**config.mk**
```make
export PLATFORM = sky130hd
export DESIGN_NAME = config_startup_sequencer
export DESIGN_NICKNAME = d
export VERILOG_FILES = /design/src/design/config_startup_sequencer.v
export VERILOG_INCLUDE_DIRS = /design/src /design/src/design
export SDC_FILE = /design/constraint.sdc
export NUM_CORES = 1
export LEC_CHECK = 0
export ABC_AREA = 0
export BUFFER_PORTS_ARGS = -buffer_cell sky130_fd_sc_hd__buf_2
export CAP_MARGIN = 10
export CORE_UTILIZATION = 35
export DETAILED_ROUTE_END_ITERATION = 10
export PLACE_DENSITY = 0.65
export SETUP_SLACK_MARGIN = 0.3
export SYNTH_ARGS = -nofsm -noshare
export SYNTH_HDL_FRONTEND = slang
export SYNTH_SLANG_ARGS = --single-unit
```
**constraint.sdc**
```tcl
create_clock -name core_clk -period 2.1 [get_ports core_clk]
set_input_delay 0.105 -clock core_clk [delete_from_list [all_inputs] [get_ports core_clk]]
set_output_delay 0.105 -clock core_clk [all_outputs]
set_load 0.1 [all_outputs]
```
**src/design/startup_consts.vh**
```
/*
 * constants for the configuration startup sequencer: phase numbers,
 * option encodings, APB register map and field positions.
 * assumes inclusion by the sequencer module and the bench.
 */
// What this block does
// RQ1: done output asserts in selectable phase, default 4, or keep.
// RQ2: done pipeline option delays done beyond its selected phase.
// RQ3: tristate hold released in selectable phase, default 5, done or keep.
// RQ4: global write enable asserted in selectable phase, default 6, done or keep.
// RQ5: block RAM access disabled until write enable phase, enabled afterwards.
// RQ6: optional lock-wait phase 0..6 stalls until all clock managers lock.
// RQ7: optional match phase stalls until impedance match asserts.
// RQ8: automatic match setting resolves to phase 2 if calibrated I/O used, else none.
// RQ9: configuration source keeps toggling clock until done seen high.
// RQ10: active reconfig option suppresses global high hold and set/reset.
// RQ11: first readback security level refuses readback; none permits it.
// RQ12: readback routed via top or bottom port as selected, auto default.
// RQ13: at most one phase step per cycle, only with no pending stall.
`ifndef STARTUP_CONSTS_VH
`define STARTUP_CONSTS_VH

// ==========================================
// phase selector encodings (4 bits)
`define SEL_W 4
`define SEL_DONE 4'h7
`define SEL_KEEP 4'h8
`define SEL_NOWAIT 4'hF
`define SEL_AUTO 4'hE
`define LAST_PHASE 3'h7

// ==========================================
// register byte offsets
`define REG_CTRL 12'h000
`define REG_PHASE 12'h004
`define REG_STATUS 12'h008

// ==========================================
// ctrl fields
`define CTRL_START 0
`define CTRL_DONE_PIPE 1
`define CTRL_ACTIVE_RECFG 2
`define CTRL_SEC_LO 3
`define CTRL_SEC_HI 4
`define CTRL_PORT_LO 5
`define CTRL_PORT_HI 6
`define CTRL_IMP_USED 7

// phase register nibbles
`define PH_DONE_LO 0
`define PH_TRI_LO 4
`define PH_WE_LO 8
`define PH_LOCK_LO 12
`define PH_MATCH_LO 16
`define PHASE_RST 32'h000E_F654

// readback security and port encodings
`define SEC_NONE 2'h0
`define SEC_READBACK_BLOCK_LEVEL 2'h1
`define PORT_AUTO 2'h0
`define PORT_TOP 2'h1
`define PORT_BOTTOM 2'h2

`endif

```
**src/design/config_startup_sequencer.v**
```verilog
/*
 * startup sequencer with APB register access; steps phases 0..7 after start.
 * assumes config_clock drives core_clk and is kept running until done (RQ9).
 */
`default_nettype none
`include "startup_consts.vh"

module config_startup_sequencer (
	input wire core_clk,
	input wire sys_rst,
	input wire psel,
	input wire penable,
	input wire pwrite,
	input wire [11:0] paddr,
	input wire [31:0] pwdata,
	output reg [31:0] prdata,
	output wire pready,
	output wire pslverr,
	input wire clock_manager_locked,
	input wire impedance_calibration_matched,
	input wire readback_req,
	output reg done_out,
	output reg global_tristate_hold,
	output reg global_write_enable,
	output reg bram_enable,
	output reg global_high_hold,
	output reg global_set_reset,
	output reg readback_allowed,
	output reg internal_config_port_top,
	output reg internal_config_port_bottom
);

// ==========================================
// registers
reg [7:0] ctrl_r;
reg [31:0] phase_r;
reg [2:0] phase_cnt_r;
reg running_r;
reg done_pipe_r;
reg finished_r;

// a finished run may be restarted; only a run in progress locks the options
wire busy = running_r & ~finished_r;
wire acc = psel & penable;
wire wr = acc & pwrite;
wire hit = (paddr == `REG_CTRL) | (paddr == `REG_PHASE) | (paddr == `REG_STATUS);
assign pready = 1'b1;
assign pslverr = acc & ~hit;

wire [3:0] done_sel = phase_r[`PH_DONE_LO +: 4];
wire [3:0] tri_sel = phase_r[`PH_TRI_LO +: 4];
wire [3:0] we_sel = phase_r[`PH_WE_LO +: 4];
wire [3:0] lock_sel = phase_r[`PH_LOCK_LO +: 4];
wire [3:0] match_raw = phase_r[`PH_MATCH_LO +: 4];
wire [1:0] sec = ctrl_r[`CTRL_SEC_HI:`CTRL_SEC_LO];
wire [1:0] port_sel = ctrl_r[`CTRL_PORT_HI:`CTRL_PORT_LO];

// auto match: phase 2 with calibrated io, else no wait
wire [3:0] match_sel = (match_raw == `SEL_AUTO) ?
	(ctrl_r[`CTRL_IMP_USED] ? 4'h2 : `SEL_NOWAIT) : match_raw; // RQ8

wire [3:0] cur = {1'b0, phase_cnt_r};
wire lock_stall = (lock_sel != `SEL_NOWAIT) && (lock_sel == cur) && !clock_manager_locked; // RQ6
wire match_stall = (match_sel != `SEL_NOWAIT) && (match_sel == cur) && !impedance_calibration_matched; // RQ7
wire stall = lock_stall | match_stall;

// done phase reached (keep never fires)
wire done_hit = running_r && (done_sel != `SEL_KEEP) && (cur >= done_sel); // RQ1
// done pipeline adds one registered stage
wire done_now = ctrl_r[`CTRL_DONE_PIPE] ? done_pipe_r : done_hit; // RQ2

// a selector of "done" follows the done output, keep holds forever
function phase_hit;
	input [3:0] sel;
	input [3:0] ph;
	input run;
	input dn;
	begin
		if (sel == `SEL_KEEP)
			phase_hit = 1'b0;
		else if (sel == `SEL_DONE)
			phase_hit = dn;
		else
			phase_hit = run && (ph >= sel);
	end
endfunction

wire tri_rel = phase_hit(tri_sel, cur, running_r, done_now); // RQ3
wire we_on = phase_hit(we_sel, cur, running_r, done_now); // RQ4

// ==========================================
// sequencer
always @(posedge core_clk) begin
	if (sys_rst) begin
		phase_cnt_r <= 3'h0;
		running_r <= 1'b0;
		done_pipe_r <= 1'b0;
		finished_r <= 1'b0;
	end else begin
		done_pipe_r <= done_hit;
		if (wr && paddr == `REG_CTRL && pwdata[`CTRL_START] && !busy) begin
			running_r <= 1'b1;
			phase_cnt_r <= 3'h0;
			finished_r <= 1'b0;
		end else if (running_r && !stall && phase_cnt_r != `LAST_PHASE) begin
			phase_cnt_r <= phase_cnt_r + 3'h1; // RQ13
		end else if (running_r && phase_cnt_r == `LAST_PHASE) begin
			finished_r <= 1'b1;
		end
	end
end

// ==========================================
// outputs
always @(posedge core_clk) begin
	if (sys_rst) begin
		done_out <= 1'b0;
		global_tristate_hold <= 1'b1;
		global_write_enable <= 1'b0;
		bram_enable <= 1'b0;
		global_high_hold <= 1'b0;
		global_set_reset <= 1'b0;
		readback_allowed <= 1'b0;
		internal_config_port_top <= 1'b0;
		internal_config_port_bottom <= 1'b0;
	end else begin
		done_out <= done_now;
		global_tristate_hold <= !tri_rel;
		global_write_enable <= we_on;
		bram_enable <= we_on; // RQ5
		// hold and reset only while configuring, never in active reconfig
		global_high_hold <= running_r && !we_on && !ctrl_r[`CTRL_ACTIVE_RECFG]; // RQ10
		global_set_reset <= running_r && !we_on && !ctrl_r[`CTRL_ACTIVE_RECFG]; // RQ10
		readback_allowed <= readback_req && (sec == `SEC_NONE); // RQ11
		// auto picks the top port; bottom only when asked for
		internal_config_port_top <= readback_req && (sec == `SEC_NONE) &&
			(port_sel != `PORT_BOTTOM); // RQ12
		internal_config_port_bottom <= readback_req && (sec == `SEC_NONE) &&
			(port_sel == `PORT_BOTTOM); // RQ12
	end
end

// ==========================================
// apb registers
always @(posedge core_clk) begin
	if (sys_rst) begin
		ctrl_r <= 8'h00;
		phase_r <= `PHASE_RST;
	end else if (wr && !busy) begin
		// options frozen while sequencing to avoid mid-run glitches
		if (paddr == `REG_CTRL)
			ctrl_r <= {pwdata[7:1], 1'b0};
		if (paddr == `REG_PHASE)
			phase_r <= {12'h000, pwdata[19:0]};
	end
end

always @(posedge core_clk) begin
	if (sys_rst) begin
		prdata <= 32'h0000_0000;
	end else if (psel && !penable && !pwrite) begin
		case (paddr)
			`REG_CTRL: prdata <= {24'h000000, ctrl_r};
			`REG_PHASE: prdata <= phase_r;
			`REG_STATUS: prdata <= {25'h0, finished_r, done_out, running_r, stall, phase_cnt_r};
			default: prdata <= 32'h0000_0000;
		endcase
	end
end

endmodule
`default_nettype wire

```
# After elaboration in Yosys (flattened, before gate mapping)
# Index checks and enable logic that the tools add are counted.
# totals
reg_bits	72
in_bits	52
wordCells	89
# classes
add_sub_neg	1
order_cmp	3
eq_ne	16
n_mux	8
n_bitwise	10
reduce_logical	37
# ops
cell	count
20-bit case mux with 3 select lines	1
1-bit logical AND	22
12-bit by 3-bit equality test with 1-bit output, second input constant	1
12-bit by 4-bit equality test with 1-bit output, second input constant	1
4-bit equality test, second input constant	3
3-bit by 4-bit greater-or-equal comparator with 1-bit output	3
12-bit logical NOT	1
4-bit inequality test, second input constant	3
1-bit logical NOT	9
4-bit by 3-bit equality test with 1-bit output	2
4-bit by 3-bit equality test with 1-bit output, second input constant	2
4-bit 2-to-1 mux	2
2-bit AND reduction	3
1-bit 2-to-1 mux	5
1-bit AND	4
3-bit by 1-bit adder with 3-bit output, second input constant	1
3-bit equality test, second input constant	1
3-bit inequality test, second input constant	1
1-bit inverter	3
1-bit OR	3
2-bit equality test, second input constant	1
2-bit logical NOT	1
2-bit inequality test, second input constant	1
2-bit OR reduction	1

# Logic depth before layout (Yosys ltp)
# logic_depth
depth_word	11
depth_mapped	8
ltp_nobuf	7

# Worst setup path before layout
# Ideal clock, no wire load.
# synth_path
path_type	input -> output
from	in paddr[3]
to	out pslverr
t_arrival_ps	1842
t_required_ps	1995
path_slack_ps	153
stages	3
cell_sequence	buf_1 -> a21oi_1 -> nor2_1
# synth_between
elab_chain_cells	5
# synth_rtl
element	line	text
start, declared	config_startup_sequencer.v:14	input wire [11:0] paddr,
12-bit by 3-bit equality test with 1-bit output / 12-bit logical NOT (equally long branches)	-	
1-bit OR	config_startup_sequencer.v:46	wire hit = (paddr == `REG_CTRL) | (paddr == `REG_PHASE) | (paddr == `REG_STATUS);
1-bit OR (*)	config_startup_sequencer.v:46	
1-bit inverter (*)	config_startup_sequencer.v:48	assign pslverr = acc & ~hit;
1-bit AND (*)	config_startup_sequencer.v:48	
end, declared	config_startup_sequencer.v:18	output wire pslverr,
# Every way passes the cells marked *; elsewhere a longest branch is shown, timed or not.

# Final worst setup path
# layout_path
from	reg phase_cnt_r[0]
to	reg global_set_reset
# layout_between
elab_chain_cells	8
# layout_rtl
element	line	text
start, declared	config_startup_sequencer.v:37	reg [2:0] phase_cnt_r;
start signal, assigned	config_startup_sequencer.v:106	phase_cnt_r <= phase_cnt_r + 3'h1;
3-bit by 4-bit greater-or-equal comparator with 1-bit output	config_startup_sequencer.v:68	wire done_hit = running_r && (done_sel != `SEL_KEEP) && (cur >= done_sel);
1-bit logical AND	config_startup_sequencer.v:68	
1-bit 2-to-1 mux	config_startup_sequencer.v:70	wire done_now = ctrl_r[`CTRL_DONE_PIPE] ? done_pipe_r : done_hit;
1-bit 2-to-1 mux (*)	config_startup_sequencer.v:81	else if (sel == `SEL_DONE)
1-bit 2-to-1 mux (*)	config_startup_sequencer.v:79	if (sel == `SEL_KEEP)
1-bit logical NOT (*)	config_startup_sequencer.v:133	global_set_reset <= running_r && !we_on && !ctrl_r[`CTRL_ACTIVE_RECFG];
1-bit logical AND (*) (2 in a row)	config_startup_sequencer.v:133	
end signal, assigned	config_startup_sequencer.v:133	
end, declared	config_startup_sequencer.v:27	output reg global_set_reset,
# Marks and branches as above.
# A chain may end at the register's enable or synchronous reset.

==> results.md <==
* Compound-gate portion of the synthesized area at ~16%
* Routed WL per cell at 13.7 microns
* IR drop worst, VDD at 317 uV
* Area taken by multi-input logic gates at 1570 sq um
* Root Driver: clkbuf_8
* Slew @ Worst Pin at 535 ps
* Leakage power at roughly 1.6 nW
* Post-synthesis sequential area ratio at 42.2%
* Nets at 448
* Largest family of logic cells by synthesized area: simple AND/OR/NAND/NOR gates
* Total clock sinks at 60
* Max-Slew Margin vs Limit at 64.3%
* # DRC at 0
* Vias per cell at 4.86
* Core box area at 7810 sq um
* RSZ-0062 raised after global routing: true
* Synth area leaders: dfxtp_1 42%, mux2i_1 8.4%, nor2_1 6.9%
* Top_reg_cell synth: dfxtp_1
* Row count at 32
* Hold WC Path Type: primary input to register
* Via Count at roughly 2400
* Max Fclk at about 540 MHz
* Crit-path cells: inv_1 -> ha_1 -> nand2b_4 -> a211oi_4 -> o31ai_4 -> buf_4 -> a22oi_2 -> nor4b_4
* Fillers at 758
* Clk slew on worst S/H paths at 60 ps
* Max Cap Viol at 0
* Delay of the slowest critical-path stage at 320 ps
* XOR/XNOR Fraction of Synth Area at 1.54%
* CP Class: register to register
* Layout area overhead at 30.0%
* Critical path arrival at 2100 ps
* Antenna diodes at 0
* Max-slew violations at 0
* Fin crit period at 1840 ps
* Worst setup SP type: register
* Gr ovfl total at 0
* Mux contribution to synthesized area at under 10%
* Die X at 92.1 microns
* Setup TNS Final at 0 ps
* Worst path bufs/invs at 2
* GPL Wtd Cong at 0.805
* Reg area at about 1200 sq um
* Area share of the largest cell type after synthesis at 42.2%
* FF+latch count, synth at 60
* Initial Util at 36.4%
* CTS tree: yes
* DPL Wire Length at 4740 microns
* Required time of the critical path at 2360 ps
* Inst Count DP at 462
* Power density cells at 620 nW/um^2
* Initial antenna violation count at 0
* First drt pass iteration count at 4
* First-pass GRT wire length at 10800 microns
* Yosys cell types at 42
* Worst setup EP type: register
* Crit path max fanout at 3
* Routed WL at 6730 microns
* Crit path max-delay family: compound AO/OA/AOI/OAI gates
* Port Buf Inserts at 69
* Mapped cell area at 2840 sq um
* Final std cells w/o fill at 491
* Htree depth at 3
* Synthesized area per cell at between 9 and 10 sq um
* Post-synth top area cell: dfxtp_1
* Clock Tree Buf Depth at 2
* Simple logic cell fraction of the synthesized area at 18.9%
* FFs w/ async S/R, synth at 0%
* Ratio of cells with drive above 1 in the final layout at 31.1%
* Final period utilization at 87.6%
* Starting DRT DRC Count at 96
* CTS buffer count at 9
* Final worst hold slack at around 1.3 ps
* Final worst slack at around 260 ps
* Largest net degree at the start of global routing at 33
* Final setup fails at 0
* Synthesis Warnings at 0
* Post-detailed-route count of antenna-violating nets at 0
* Synth Area in Adders at 4.84%
* DP Worst Slack at roughly 140 ps
* Number of global-route vias before repair at 2299
* Final Hold Fails at 0
* Pwr Total at 0.00229 W
* Die area at 8490 sq um
* Worst skew pair latency at between 300 and 400 ps
* Outcome: completed
* Skew final at 5.71 ps
* Slowest-stage cell, CP: dfxtp_2
* Mapped Cells at 299
* Die height at 92.1 microns
* Number of top-level pins at 95
* GRT Total Usage at between 10% and 20%
* EDFF count, synth at 0
==> placed cells by master (no fill, tap or decap), types with 3 or more instances in the layout <==
cell / count
xnor2_1: 4
inv_1: 8
o21ai_0: 5
clkbuf_8: 11
dlygate4sd3_1: 12
nand2_1: 9
nor2b_1: 16
a22oi_1: 18
a211o_1: 13
a21oi_1: 7
nor4_4: 3
buf_2: 69
nor2_2: 3
nor2_1: 49
ha_1: 10
dfxtp_2: 3
buf_4: 11
mux2i_1: 24
nand3_1: 3
conb_1: 13
nor4_1: 3
dfxtp_1: 57
==> what timing repair did <==
item / CTS / global route
buffers inserted: 1 / 1
pin swaps: 2 / 3
resized for setup: 7 / 14
setup endpoints to repair: 2 / 21
endpoints found under the hold margin: 12 / 0
hold buffers: 12 / 0
==> path summary, 6_finish.rpt <==
path | startpoint | endpoint | slack [ps] | cells after the start
max | phase_cnt_r[0] | global_set_reset | 260 | 8
min | pwdata[11] | phase_r[11] | 1 | 3
max reg2reg | phase_cnt_r[0] | global_set_reset | 260 | 8
min reg2reg | prdata[7] | prdata[7] | 490 | 2
==> final cells by class <==
type                            instances  area share, %
Inverter                                9          0.914
Timing Repair Buffer                   95           16.0
Tap cell                              102           3.45
Clock inverter                          2          0.271
Sequential cell                        60           32.6
Multi-Input combinational cell        210           42.5
Clock buffer                           13           4.30
==> worst reg2reg max path, cell delays in order, from the launching register on <==
cell and delay [ps]:
dfxtp_2 320, inv_1 70, ha_1 290, nand2b_4 150, a211oi_4 300, o31ai_4 120
buf_4 140, a22oi_2 170, nor4b_4 200
==> synth_stat cells (all sizes together) (5+ instances only) <==
cell type	instances
ha	11
inv	9
clkbuf	6
nand2	9
mux2i	24
nor2	52
buf	25
o21ai	5
a21oi	7
dfxtp	60
nor2b	16
a22oi	19
a211o	13
nor4	6
==> sequential cells by signal, summed over array words and instances, names as in the netlist, 3 cells and up <==
register / count
ctrl_r: 7
phase_cnt_r: 3
phase_r: 20
prdata: 20
==> metal layers <==
layer / vias to the layer above / wire length, microns / global-route usage [%] / share of wire [%]
met3: 15 / 407 / 4.64 / 6.1
li1: 1186 / - / - / -
met4: 0 / 172 / 9.24 / 2.6
met5: - / 0 / 0 / 0
met1: 1108 / 3040 / 20.8 / 45
met2: 75 / 3100 / 25.9 / 46
==> through the flow <==
step,utilization [%],area (sq um)
CTS,46.2,3610
floorplan,-,2890
finish,47.4,3700
global placement,42.0,3280
detailed placement,42.0,3280
global route,47.4,3700
==> where the power goes <==
part / leakage [nW] / total (W) / internal [W] / switching (W)
registers: 0.485 / 0.00114 / 0.00114 / 0.000000412
clock network: 0.0893 / 0.000906 / 0.000482 / 0.000423
logic: 0.976 / 0.000247 / 0.0000581 / 0.000189
total: 1.55 / 0.00229 / 0.00168 / 0.000613
==> cells by family (layout without fill, tap and decap cells) <==
| kind of cell | count (synthesis) | after routing |
|---|---|---|
| AND/OR/NAND/NOR | 100 | 100 |
| flip-flops | 60 | 60 |
| AO/OA/AOI/OAI | 57 | 57 |
| buffers and inverters | 40 | 119 |
| multiplexers | 24 | 24 |
| adder cells (fa/ha/maj) | 11 | 11 |
| XOR/XNOR | 5 | 5 |
| other | 2 | 13 |
Note: power is estimated with default switching activity, not from simulation.
